<file path="src/epi_defs.svh">
// Purpose: constants of the eight level priority interrupt controller
// Assumes: host bus and acknowledge are synchronous to ref_clk
// Notes:   offsets are the low address bit of the two-address window
//
// Function
// - eight request inputs, one combined processor request
// - request output wired straight to processor
// - higher unmasked request preempts; others stay pending
// - default fixed priority, line zero highest
// - after acknowledge, lower levels blocked, higher allowed
// - auto rotation: serviced level becomes lowest
// - auto rotation happens at end command
// - specific rotation: software names lowest, next highest
// - specific rotate end clears level, makes it lowest
// - set lowest level anytime without ending service
// - per-line mask bits, writable any time after init
// - masked in-service level still blocks lower levels
// - special mask mode unblocks lower levels until cleared by operation word three or first init word
// - pending and in-service registers readable by select
// - vectors spaced four or eight bytes
// - vector bits 0-4 inserted, 6-15 programmed
// - bit 5 from level or first word
// - first word: bits 5-7 address, bit 2 spacing
// - first word identified by bit 4; single bit
// - second word gives vector bits 8-15
// - two addresses; commands accepted after init
// - specific end command is 01100 plus level
// - specific rotate end is 11100 plus level
`ifndef EPI_DEFS_SVH
`define EPI_DEFS_SVH

`define EPI_ADDR_CMD      1'b0
`define EPI_ADDR_DATA     1'b1
`define EPI_SYNC_STAGES   2
// ****************************************************************
// first init word fields
// ****************************************************************
`define EPI_W1_ID_BIT     4
`define EPI_W1_SNGL_BIT   1
`define EPI_W1_FOUR_BIT   2
`define EPI_W1_ADDR_HI    7
`define EPI_W1_ADDR_LO    5
// ****************************************************************
// operation word selection and fields
// ****************************************************************
`define EPI_OP_SEL_HI     4
`define EPI_OP_SEL_LO     3
`define EPI_OP_SEL_TWO    2'h0
`define EPI_OP_SEL_THREE  2'h1
`define EPI_OP2_CODE_HI   7
`define EPI_OP2_CODE_LO   5
`define EPI_OP2_EOI       3'h1
`define EPI_OP2_SPECIFIC_END_OF_SERVICE_CMD      3'h3
`define EPI_OP2_ROT_CLR   3'h4
`define EPI_OP2_ROT_EOI   3'h5
`define EPI_OP2_SET_PRI   3'h6
`define EPI_OP2_SROT_EOI  3'h7
`define EPI_OP3_RR_BIT    1
`define EPI_OP3_RIS_BIT   0
`define EPI_OP3_SMM_BIT   5
`define EPI_OP3_ESMM_BIT  6
// ****************************************************************
// reset values
// ****************************************************************
`define EPI_LOWEST_RST    3'h7
`define EPI_MASK_RST      8'h00
`define EPI_WORD_RST      8'h00

`endif

</file>
<file path="src/epi_pkg.sv">
// Purpose: types and shared functions of the interrupt controller
// Assumes: eight levels
// Notes:   priority functions are used by the resolver only
`default_nettype none
package epi_pkg;

  typedef enum logic [1:0] {
    EPI_INIT_IDLE  = 2'b00,
    EPI_INIT_WORD2 = 2'b01,
    EPI_INIT_READY = 2'b10
  } epi_init_e;

  typedef struct packed {
    logic [1:0][7:0] req_sync;
    epi_init_e       init_st;
    logic [7:0]      word_one;
    logic [7:0]      word_two;
    logic [7:0]      pending_request_reg;
    logic [7:0]      in_service_reg;
    logic [7:0]      mask;
    logic [2:0]      lowest;
    logic            auto_rot;
    logic            smm;
    logic            rd_isr;
    logic [7:0]      rdata;
    logic            irq;
    logic [15:0]     vector;
    logic            vector_valid;
  } epi_state_s;

  // highest priority set bit, search starts just above lowest
  function automatic logic [3:0] epi_highest(input logic [7:0] bits,
                                             input logic [2:0] lowest);
    logic [3:0] res;
    logic [2:0] cand;
    res = 4'h0;
    for (int i = 7; i >= 0; i--) begin
      cand = 3'(lowest + 3'h1 + 3'(i));
      if (bits[cand]) begin
        res = {1'b1, cand};
      end
    end
    return res;
  endfunction : epi_highest

  // zero is the top rank
  function automatic logic [2:0] epi_rank(input logic [2:0] level,
                                          input logic [2:0] lowest);
    return 3'(level - lowest - 3'h1);
  endfunction : epi_rank

endpackage : epi_pkg
`default_nettype wire

</file>
<file path="src/epi_res_if.sv">
// Purpose: carries state to the resolver and its verdict back
// Assumes: single clock, purely combinational path
// Notes:   none
`default_nettype none
interface epi_res_if;
  logic [7:0] pending_request_reg;
  logic [7:0] in_service_reg;
  logic [7:0] mask;
  logic [2:0] lowest;
  logic       smm;
  logic       ready;
  logic       irq_req;
  logic [2:0] win_level;
  logic       top_found;
  logic [2:0] top_level;

  modport ctrl (output pending_request_reg, in_service_reg, mask, lowest, smm, ready,
                input  irq_req, win_level, top_found, top_level);
  modport res  (input  pending_request_reg, in_service_reg, mask, lowest, smm, ready,
                output irq_req, win_level, top_found, top_level);
endinterface : epi_res_if
`default_nettype wire

</file>
<file path="src/epi_ctrl.sv">
// Purpose: eight level priority interrupt controller, top level
// Assumes: host strobes are one-cycle pulses on ref_clk
// Notes:   request lines are level sensitive and synchronised
`include "epi_defs.svh"
`default_nettype none
module epi_ctrl
  import epi_pkg::*;
#(
  parameter int LEVELS = 8
)
(
  input  wire logic              ref_clk,
  input  wire logic              rst,
  input  wire logic [LEVELS-1:0] request_line,
  input  wire logic              bus_addr,
  input  wire logic              bus_wr,
  input  wire logic              bus_rd,
  input  wire logic [7:0]        bus_wdata,
  output logic      [7:0]        bus_rdata,
  input  wire logic              cpu_ack,
  output logic                   cpu_irq_input,
  output logic      [15:0]       vector_addr,
  output logic                   vector_valid
);

  // ****************************************************************
  // state
  // ****************************************************************
  epi_state_s st_q;
  epi_state_s st_d;

  epi_res_if rif ();

  // ****************************************************************
  // resolver hookup
  // ****************************************************************
  assign rif.pending_request_reg    = st_q.pending_request_reg;
  assign rif.in_service_reg    = st_q.in_service_reg;
  assign rif.mask   = st_q.mask;
  assign rif.lowest = st_q.lowest;
  assign rif.smm    = st_q.smm;
  assign rif.ready  = (st_q.init_st == EPI_INIT_READY);

  epi_resolver u_resolver (
    .rif (rif)
  );

  // ****************************************************************
  // decode helpers
  // ****************************************************************
  logic       wr_cmd;
  logic       wr_data;
  logic       is_word_one;
  logic [1:0] op_sel;
  logic [2:0] op2_code;
  logic [2:0] op_level;
  logic       ack_take;
  logic [7:0] win_onehot;
  logic [7:0] isr_clr;
  logic [7:0] vec_low;

  function automatic logic [7:0] lvl_onehot(input logic [2:0] lvl);
    return 8'(8'h01 << lvl);
  endfunction : lvl_onehot

  always_comb begin
    wr_cmd      = bus_wr && (bus_addr == `EPI_ADDR_CMD);
    wr_data     = bus_wr && (bus_addr == `EPI_ADDR_DATA);
    is_word_one = bus_wdata[`EPI_W1_ID_BIT];
    op_sel      = bus_wdata[`EPI_OP_SEL_HI:`EPI_OP_SEL_LO];
    op2_code    = bus_wdata[`EPI_OP2_CODE_HI:`EPI_OP2_CODE_LO];
    op_level    = bus_wdata[2:0];
    // acknowledge only counts while the request is actually raised
    ack_take    = cpu_ack && st_q.irq;
    win_onehot  = lvl_onehot(rif.win_level);
  end

  // ****************************************************************
  // vector assembly
  // ****************************************************************
  always_comb begin
    if (st_q.word_one[`EPI_W1_FOUR_BIT]) begin
      // four byte spacing, 32 byte block, bit 5 from first word
      vec_low = {st_q.word_one[`EPI_W1_ADDR_HI:`EPI_W1_ADDR_LO],
                 rif.win_level, 2'b00};
    end else begin
      // eight byte spacing, 64 byte block, bit 5 from level
      vec_low = {st_q.word_one[`EPI_W1_ADDR_HI:`EPI_W1_ADDR_LO+1],
                 rif.win_level, 3'b000};
    end
  end

  // ****************************************************************
  // next state
  // ****************************************************************
  always_comb begin
    st_d              = st_q;
    st_d.vector_valid = 1'b0;
    isr_clr           = 8'h00;

    // two flops on the pins before anything looks at them
    st_d.req_sync[0] = request_line;
    st_d.req_sync[1] = st_q.req_sync[0];
    // level sensitive pending bits follow the synchronised lines
    st_d.pending_request_reg = st_q.req_sync[1];

    // ---------------- command port ----------------
    if (wr_cmd && is_word_one) begin
      // first init word restarts the sequence and clears modes
      st_d.word_one = bus_wdata;
      st_d.init_st  = EPI_INIT_WORD2;
      st_d.in_service_reg      = 8'h00;
      st_d.mask     = `EPI_MASK_RST;
      st_d.lowest   = `EPI_LOWEST_RST;
      st_d.auto_rot = 1'b0;
      st_d.smm      = 1'b0;
      st_d.rd_isr   = 1'b0;
    end else if (wr_cmd && (st_q.init_st == EPI_INIT_READY)) begin
      if (op_sel == `EPI_OP_SEL_TWO) begin
        case (op2_code)
          `EPI_OP2_EOI: begin
            if (rif.top_found) begin
              isr_clr = lvl_onehot(rif.top_level);
              if (st_q.auto_rot) begin
                st_d.lowest = rif.top_level;
              end
            end
          end
          `EPI_OP2_ROT_EOI: begin
            st_d.auto_rot = 1'b1;
            if (rif.top_found) begin
              isr_clr     = lvl_onehot(rif.top_level);
              st_d.lowest = rif.top_level;
            end
          end
          `EPI_OP2_ROT_CLR: begin
            st_d.auto_rot = 1'b0;
          end
          `EPI_OP2_SPECIFIC_END_OF_SERVICE_CMD: begin
            isr_clr = lvl_onehot(op_level);
          end
          `EPI_OP2_SROT_EOI: begin
            isr_clr     = lvl_onehot(op_level);
            st_d.lowest = op_level;
          end
          `EPI_OP2_SET_PRI: begin
            st_d.lowest = op_level;
          end
          default: begin
            st_d.lowest = st_q.lowest;
          end
        endcase
      end else if (op_sel == `EPI_OP_SEL_THREE) begin
        if (bus_wdata[`EPI_OP3_RR_BIT]) begin
          st_d.rd_isr = bus_wdata[`EPI_OP3_RIS_BIT];
        end
        if (bus_wdata[`EPI_OP3_ESMM_BIT]) begin
          st_d.smm = bus_wdata[`EPI_OP3_SMM_BIT];
        end
      end
    end

    // ---------------- data port ----------------
    if (wr_data) begin
      if (st_q.init_st == EPI_INIT_WORD2) begin
        st_d.word_two = bus_wdata;
        // cascade and fourth word are not supported: ready at once
        st_d.init_st  = EPI_INIT_READY;
      end else if (st_q.init_st == EPI_INIT_READY) begin
        st_d.mask = bus_wdata;
      end
    end

    // ---------------- acknowledge ----------------
    // set after clear so a same-cycle acknowledge is never lost
    st_d.in_service_reg = st_d.in_service_reg & ~isr_clr;
    if (ack_take) begin
      st_d.in_service_reg          = st_d.in_service_reg | win_onehot;
      st_d.pending_request_reg          = st_d.pending_request_reg & ~win_onehot;
      st_d.vector       = {st_q.word_two, vec_low};
      st_d.vector_valid = 1'b1;
    end

    // ---------------- read back ----------------
    if (bus_rd) begin
      if (bus_addr == `EPI_ADDR_CMD) begin
        st_d.rdata = st_q.rd_isr ? st_q.in_service_reg : st_q.pending_request_reg;
      end else begin
        st_d.rdata = st_q.mask;
      end
    end

    // request drops the cycle after acknowledge to avoid a double take
    st_d.irq = rif.irq_req && !ack_take;
  end

  // ****************************************************************
  // registers
  // ****************************************************************
  always_ff @(posedge ref_clk) begin
    if (rst) begin
      st_q.req_sync     <= '0;
      st_q.init_st      <= EPI_INIT_IDLE;
      st_q.word_one     <= `EPI_WORD_RST;
      st_q.word_two     <= `EPI_WORD_RST;
      st_q.pending_request_reg          <= 8'h00;
      st_q.in_service_reg          <= 8'h00;
      st_q.mask         <= `EPI_MASK_RST;
      st_q.lowest       <= `EPI_LOWEST_RST;
      st_q.auto_rot     <= 1'b0;
      st_q.smm          <= 1'b0;
      st_q.rd_isr       <= 1'b0;
      st_q.rdata        <= 8'h00;
      st_q.irq          <= 1'b0;
      st_q.vector       <= 16'h0000;
      st_q.vector_valid <= 1'b0;
    end else begin
      st_q <= st_d;
    end
  end

  // ****************************************************************
  // outputs
  // ****************************************************************
  assign cpu_irq_input = st_q.irq;
  assign bus_rdata     = st_q.rdata;
  assign vector_addr   = st_q.vector;
  assign vector_valid  = st_q.vector_valid;

endmodule : epi_ctrl
`default_nettype wire

</file>
<file path="src/epi_resolver.sv">
// Purpose: priority resolution of pending against in-service levels
// Assumes: inputs come from registers of the controller
// Notes:   combinational; the controller registers its outputs
`default_nettype none
module epi_resolver
  import epi_pkg::*;
(
  epi_res_if.res rif
);
  logic [7:0] blk_isr;
  logic [3:0] req_top;
  logic [3:0] blk_top;
  logic [3:0] isr_top;

  always_comb begin
    // special mask mode drops masked in-service levels from blocking
    blk_isr = rif.smm ? (rif.in_service_reg & ~rif.mask) : rif.in_service_reg;
    req_top = epi_highest(rif.pending_request_reg & ~rif.mask, rif.lowest);
    blk_top = epi_highest(blk_isr, rif.lowest);
    isr_top = epi_highest(rif.in_service_reg, rif.lowest);
    rif.win_level = req_top[2:0];
    rif.top_found = isr_top[3];
    rif.top_level = isr_top[2:0];
    rif.irq_req   = 1'b0;
    if (rif.ready && req_top[3]) begin
      if (!blk_top[3]) begin
        rif.irq_req = 1'b1;
      end else if (epi_rank(req_top[2:0], rif.lowest) <
                   epi_rank(blk_top[2:0], rif.lowest)) begin
        rif.irq_req = 1'b1;
      end
    end
  end

endmodule : epi_resolver
`default_nettype wire

</file>
<file path="config.mk">
export PLATFORM = sky130hd
export DESIGN_NAME = epi_ctrl
export DESIGN_NICKNAME = d
export VERILOG_FILES = /design/src/epi_pkg.sv /design/src/epi_res_if.sv /design/src/epi_ctrl.sv /design/src/epi_resolver.sv
export VERILOG_INCLUDE_DIRS = /design/src
export SDC_FILE = /design/constraint.sdc
export NUM_CORES = 1
export LEC_CHECK = 0
export BUFFER_PORTS_ARGS = -buffer_cell sky130_fd_sc_hd__buf_2
export CAP_MARGIN = 10
export CORE_AREA = 2 2 127 129
export DETAILED_ROUTE_END_ITERATION = 8
export DIE_AREA = 0 0 129 131
export PLACE_DENSITY = 0.63
export REMOVE_ABC_BUFFERS = 1
export SYNTH_ARGS = -nofsm -noshare
export SYNTH_HDL_FRONTEND = slang
export SYNTH_SLANG_ARGS = --single-unit
</file>
<file path="constraint.sdc">
create_clock -name ref_clk -period 11.4 [get_ports ref_clk]
set_input_delay 2.28 -clock ref_clk [delete_from_list [all_inputs] [get_ports ref_clk]]
set_output_delay 2.28 -clock ref_clk [all_outputs]
set_load 0.05 [all_outputs]
</file>
==> flow_summary.html <==
<table>
<tr><th>Metric</th><th>Value</th></tr>
<tr><th colspan="2">Run status</th></tr>
<tr><td>Run status</td><td>finished, final reports clean</td></tr>
<tr><th colspan="2">Final layout</th></tr>
<tr><td>Syn-to-layout area delta</td><td>6.68%</td></tr>
<tr><td>Total non-filler cell area in the finished layout</td><td>between 0.006 and 0.007 mm2</td></tr>
<tr><td>Total number of nets in the final design</td><td>~800</td></tr>
<tr><td>Final core utilization</td><td>0.447</td></tr>
<tr><td>Layout cells sized above 1</td><td>0.175</td></tr>
<tr><td>Area taken by flip-flops and latches</td><td>0.00168 mm2</td></tr>
<tr><td>FILL cells</td><td>roughly 1.5k</td></tr>
<tr><td>Antenna Diode Count</td><td>0</td></tr>
<tr><td>Largest reg by FF count</td><td>st_q</td></tr>
<tr><td>Multi-input logic area</td><td>0.00439 mm2</td></tr>
<tr><td>Max FFs per register</td><td>24</td></tr>
<tr><th colspan="2">CTS</th></tr>
<tr><td>Clock root cell</td><td>clkbuf_16</td></tr>
<tr><td>Inserted Clock Buffers</td><td>9</td></tr>
<tr><td>CTS hold repair buffers</td><td>0</td></tr>
<tr><td>Clock sinks</td><td>between 80 and 90</td></tr>
<tr><td>Cts repair resizes</td><td>0</td></tr>
<tr><td>Clk_lat worst skew</td><td>between 0.3 and 0.4 ns</td></tr>
<tr><td>Number of buffers inserted to repair setup after CTS</td><td>0</td></tr>
<tr><td>Clock slew at reported path FFs</td><td>0.06 ns</td></tr>
<tr><td>H-tree Lvls</td><td>3</td></tr>
<tr><td>Clock tree from TritonCTS</td><td>yes</td></tr>
<tr><td>Buffers from clock root to sink, at most</td><td>2</td></tr>
<tr><th colspan="2">Setup path</th></tr>
<tr><td>Endpoint class of the critical path</td><td>flip-flop</td></tr>
<tr><td>Delay of the slowest cell on the worst path</td><td>around 0.9 ns</td></tr>
<tr><td>Kind of cell adding the most delay to the critical path</td><td>adder cells</td></tr>
<tr><td>Critical-path top delay cell</td><td>ha_2</td></tr>
<tr><td>Setup crit start kind</td><td>flip-flop</td></tr>
<tr><td>Worst setup startpoint</td><td>rif.lowest[0]$_SDFFE_PP1P_</td></tr>
<tr><td>Worst Path Max Fanout</td><td>60</td></tr>
<tr><td>Buffer and inverter count on the worst path</td><td>4</td></tr>
<tr><td>Worst R2R Path Depth</td><td>17</td></tr>
<tr><td>Worst-case register-to-register setup slack</td><td>between 4 and 5 ns</td></tr>
<tr><td>Worst setup path category</td><td>flip-flop to flip-flop</td></tr>
<tr><td>Startpoint of the most critical register-to-register path</td><td>rif.lowest[0]$_SDFFE_PP1P_</td></tr>
<tr><td>Data arrival time at the worst-slack endpoint</td><td>between 6 and 7 ns</td></tr>
<tr><td>Worst path required time</td><td>approximately 12 ns</td></tr>
<tr><td>Cell depth of the worst setup path</td><td>17</td></tr>
<tr><td>Sequence of cells on the critical path</td><td>buf_4 &gt; inv_2 &gt; ha_2 &gt; buf_4 &gt; inv_2 &gt; mux4_2 &gt; a22oi_4 &gt; a221oi_2 &gt; o41ai_2 &gt; mux2i_2 &gt; ha_1 &gt; fa_1 &gt; ha_1 &gt; a21o_1 &gt; a21oi_1 &gt; a21oi_1 &gt; a211oi_1</td></tr>
<tr><td>Destination of the worst register-to-register timing path</td><td>cpu_irq_input$_SDFF_PP0_</td></tr>
<tr><th colspan="2">Routing</th></tr>
<tr><td>Residual DRC count</td><td>0</td></tr>
<tr><td>Average wire per standard cell</td><td>~19 um</td></tr>
<tr><td>Drt total wl</td><td>between 15000 and 20000 um</td></tr>
<tr><td>Number of vias per cell</td><td>around 6.1</td></tr>
<tr><td>Detailed Routing Iterations Pass 1</td><td>5</td></tr>
<tr><td>Via Count</td><td>5930</td></tr>
<tr><td>Antenna Nets Post-Route</td><td>0</td></tr>
<tr><td>Detailed router's first-iteration violation count</td><td>roughly 560</td></tr>
<tr><th colspan="2">Synthesis</th></tr>
<tr><td>Count of cell types in the netlist</td><td>approximately 90</td></tr>
<tr><td>Multiplexer fraction of the synthesized cell area</td><td>0.169</td></tr>
<tr><td>Cells after synthesis</td><td>between 700 and 800</td></tr>
<tr><td>Average instance area after synthesis</td><td>8.52 um2</td></tr>
<tr><td>Top FF cell, synth</td><td>dfxtp_1</td></tr>
<tr><td>Register area share after synthesis</td><td>0.257</td></tr>
<tr><td>Number of enable-type register cells in the synthesized netlist</td><td>0</td></tr>
<tr><td>Count leader, synth</td><td>nand2_1</td></tr>
<tr><td>Complex-gate fraction of the synthesized area</td><td>0.242</td></tr>
<tr><td>Xor and xnor area share after synthesis</td><td>0.0283</td></tr>
<tr><td>Summed instance area of the synthesized netlist</td><td>roughly 0.0065 mm2</td></tr>
<tr><td>Leading post-synthesis cells by instance count</td><td>92 x nand2_1, 84 x dfxtp_1, 56 x nor2_1</td></tr>
<tr><td>Proportion of netlist area held by the largest area contributor</td><td>0.257</td></tr>
<tr><td>Yosys warning total</td><td>0</td></tr>
<tr><td>Area contributors post-synth</td><td>dfxtp_1 26%, mux4_2 9.3%, mux2i_1 5.7%</td></tr>
<tr><td>Synth Area in Adders</td><td>0.0176</td></tr>
<tr><td>Post-synthesis simple-gate area fraction</td><td>0.213</td></tr>
<tr><td>Yosys top cell by area</td><td>dfxtp_1</td></tr>
<tr><td>Flip-flop and latch count after synthesis</td><td>between 80 and 90</td></tr>
<tr><td>Largest family of logic cells by synthesized area</td><td>compound AO/OA/AOI/OAI gates</td></tr>
<tr><td>Share of flip-flops with an asynchronous set or reset after synthesis</td><td>0</td></tr>
<tr><th colspan="2">Power</th></tr>
<tr><td>Max IR drop VDD</td><td>roughly 0.12 mV</td></tr>
<tr><td>PD cells</td><td>about 93 mW/mm2</td></tr>
<tr><td>Power after layout</td><td>about 650 uW</td></tr>
<tr><td>Leakage Power</td><td>between 2 and 3 nW</td></tr>
<tr><th colspan="2">Placement</th></tr>
<tr><td>Weighted congestion reported at the end of routability-driven placement</td><td>between 0.9 and 1</td></tr>
<tr><td>Port buffer count</td><td>between 40 and 50</td></tr>
<tr><td>Placed wire-length estimate</td><td>approximately 13000 um</td></tr>
<tr><td>Post-placement cell area</td><td>approximately 0.0067 mm2</td></tr>
<tr><th colspan="2">Hold path</th></tr>
<tr><td>Path class of the lowest-slack min-delay path</td><td>flip-flop to flip-flop</td></tr>
<tr><td>Startpoint of the tightest hold check path</td><td>st_d[88]$_SDFF_PP0_</td></tr>
<tr><td>Hold Crit Depth</td><td>1</td></tr>
<tr><td>Worst Hold End</td><td>st_q[88]$_SDFF_PP0_</td></tr>
<tr><th colspan="2">Timing</th></tr>
<tr><td>Ratio of final minimum period to clock period</td><td>0.575</td></tr>
<tr><td>Max-slew violations</td><td>0</td></tr>
<tr><td>Worst Hold Margin</td><td>0.433 ns</td></tr>
<tr><td>Highest achievable clock rate</td><td>153 MHz</td></tr>
<tr><td>Count of endpoints failing setup in the final report</td><td>0</td></tr>
<tr><td>Setup TNS after final layout</td><td>0 ns</td></tr>
<tr><td>Slew Limit Headroom</td><td>0.260</td></tr>
<tr><td>Final hold violation count</td><td>0</td></tr>
<tr><td>Worst slew pin tran</td><td>~1.1 ns</td></tr>
<tr><td>Final critical-path required period</td><td>around 6.6 ns</td></tr>
<tr><td>Maximum clock skew at final layout</td><td>~0.007 ns</td></tr>
<tr><td>Unrepaired setup endpoints after global routing</td><td>no</td></tr>
<tr><th colspan="2">Run</th></tr>
<tr><td>Number of max-cap violations</td><td>0</td></tr>
<tr><th colspan="2">Floorplan</th></tr>
<tr><td>Total number of placement rows</td><td>between 40 and 50</td></tr>
<tr><td>Placeable Area</td><td>0.0156 mm2</td></tr>
<tr><td>Floorplan die area</td><td>around 0.017 mm2</td></tr>
<tr><td>Overall die width</td><td>between 100 and 150 um</td></tr>
<tr><td>Initial core utilization</td><td>0.419</td></tr>
<tr><td>I/O pin count</td><td>48</td></tr>
<tr><td>Overall die height</td><td>approximately 130 um</td></tr>
<tr><th colspan="2">GRT</th></tr>
<tr><td>First-pass GRT wire length</td><td>just under 30000 um</td></tr>
<tr><td>Maximum number of pins on one net before global-route repair</td><td>66</td></tr>
<tr><td>Number of global-route vias before repair</td><td>5517</td></tr>
<tr><td>GRT Residual Overflow</td><td>0</td></tr>
<tr><td>GRT Util Overall</td><td>0.226</td></tr>
<tr><td>Initial antenna violation count</td><td>0</td></tr>
</table>
metal layers:
| layer | routed length [um] | GRT usage | vias to the layer above |
|---|---|---|---|
| met1 | 8400 | 0.301 | 2865 |
| met5 | 0 | 0 | - |
| li1 | - | - | 2835 |
| met2 | 8590 | 0.368 | 195 |
| met4 | 463 | 0.0742 | 0 |
| met3 | 1120 | 0.0452 | 35 |
kinds of logic after synthesis:
| kind of cell | count (synthesis) |
|---|---|
| adder cells (fa/ha/maj) | 8 |
| multiplexers | 75 |
| XOR/XNOR | 11 |
| buffers and inverters | 88 |
| other | 1 |
| flip-flops | 84 |
| AO/OA/AOI/OAI | 221 |
| AND/OR/NAND/NOR | 279 |
final cells by class:
class / instances / area share
Tap cell: 216 / 0.0388
Inverter: 12 / 0.00646
Timing Repair Buffer: 52 / 0.0398
Sequential cell: 84 / 0.241
Clock buffer: 9 / 0.0323
Clock inverter: 7 / 0.0120
Multi-Input combinational cell: 596 / 0.629
where the power goes:
group	internal (mW)	leakage (nW)	switching [mW]
Combinational	0.0179	1.80	0.0338
Sequential	0.298	0.681	0.00269
Clock	0.173	0.148	0.125
cell usage in the layout, fill, tap and decap left out, types with 22 or more instances in the layout:
master	Yosys	final
mux2i_1	37	37
mux4_2	27	27
nor2_1	56	56
nor2b_1	26	26
o21ai_0	28	27
a21oi_1	55	55
buf_2	9	45
nand2b_1	22	22
dfxtp_1	84	83
nand2_1	92	92
per-stage QoR:
stage | setup slack [ns] | std cells
3_3_place_gp | 5.01 | 960
6_report | 4.85 | 976
5_1_grt | 4.26 | 976
3_5_place_dp | 4.86 | 960
2_1_floorplan | 3.73 | 692
4_1_cts | 4.84 | 976
worst max-delay path by stage:
stage / endpoint / slack, ns
2_1_floorplan: cpu_irq_input$_SDFF_PP0_ / 3.73
3_3_place_gp: cpu_irq_input$_SDFF_PP0_ / 5.01
3_5_place_dp: cpu_irq_input$_SDFF_PP0_ / 4.86
4_1_cts: cpu_irq_input$_SDFF_PP0_ / 4.84
5_1_grt: cpu_irq_input$_SDFF_PP0_ / 4.26
6_report: cpu_irq_input$_SDFF_PP0_ / 4.85
Note: power is estimated with default switching activity, not from simulation.
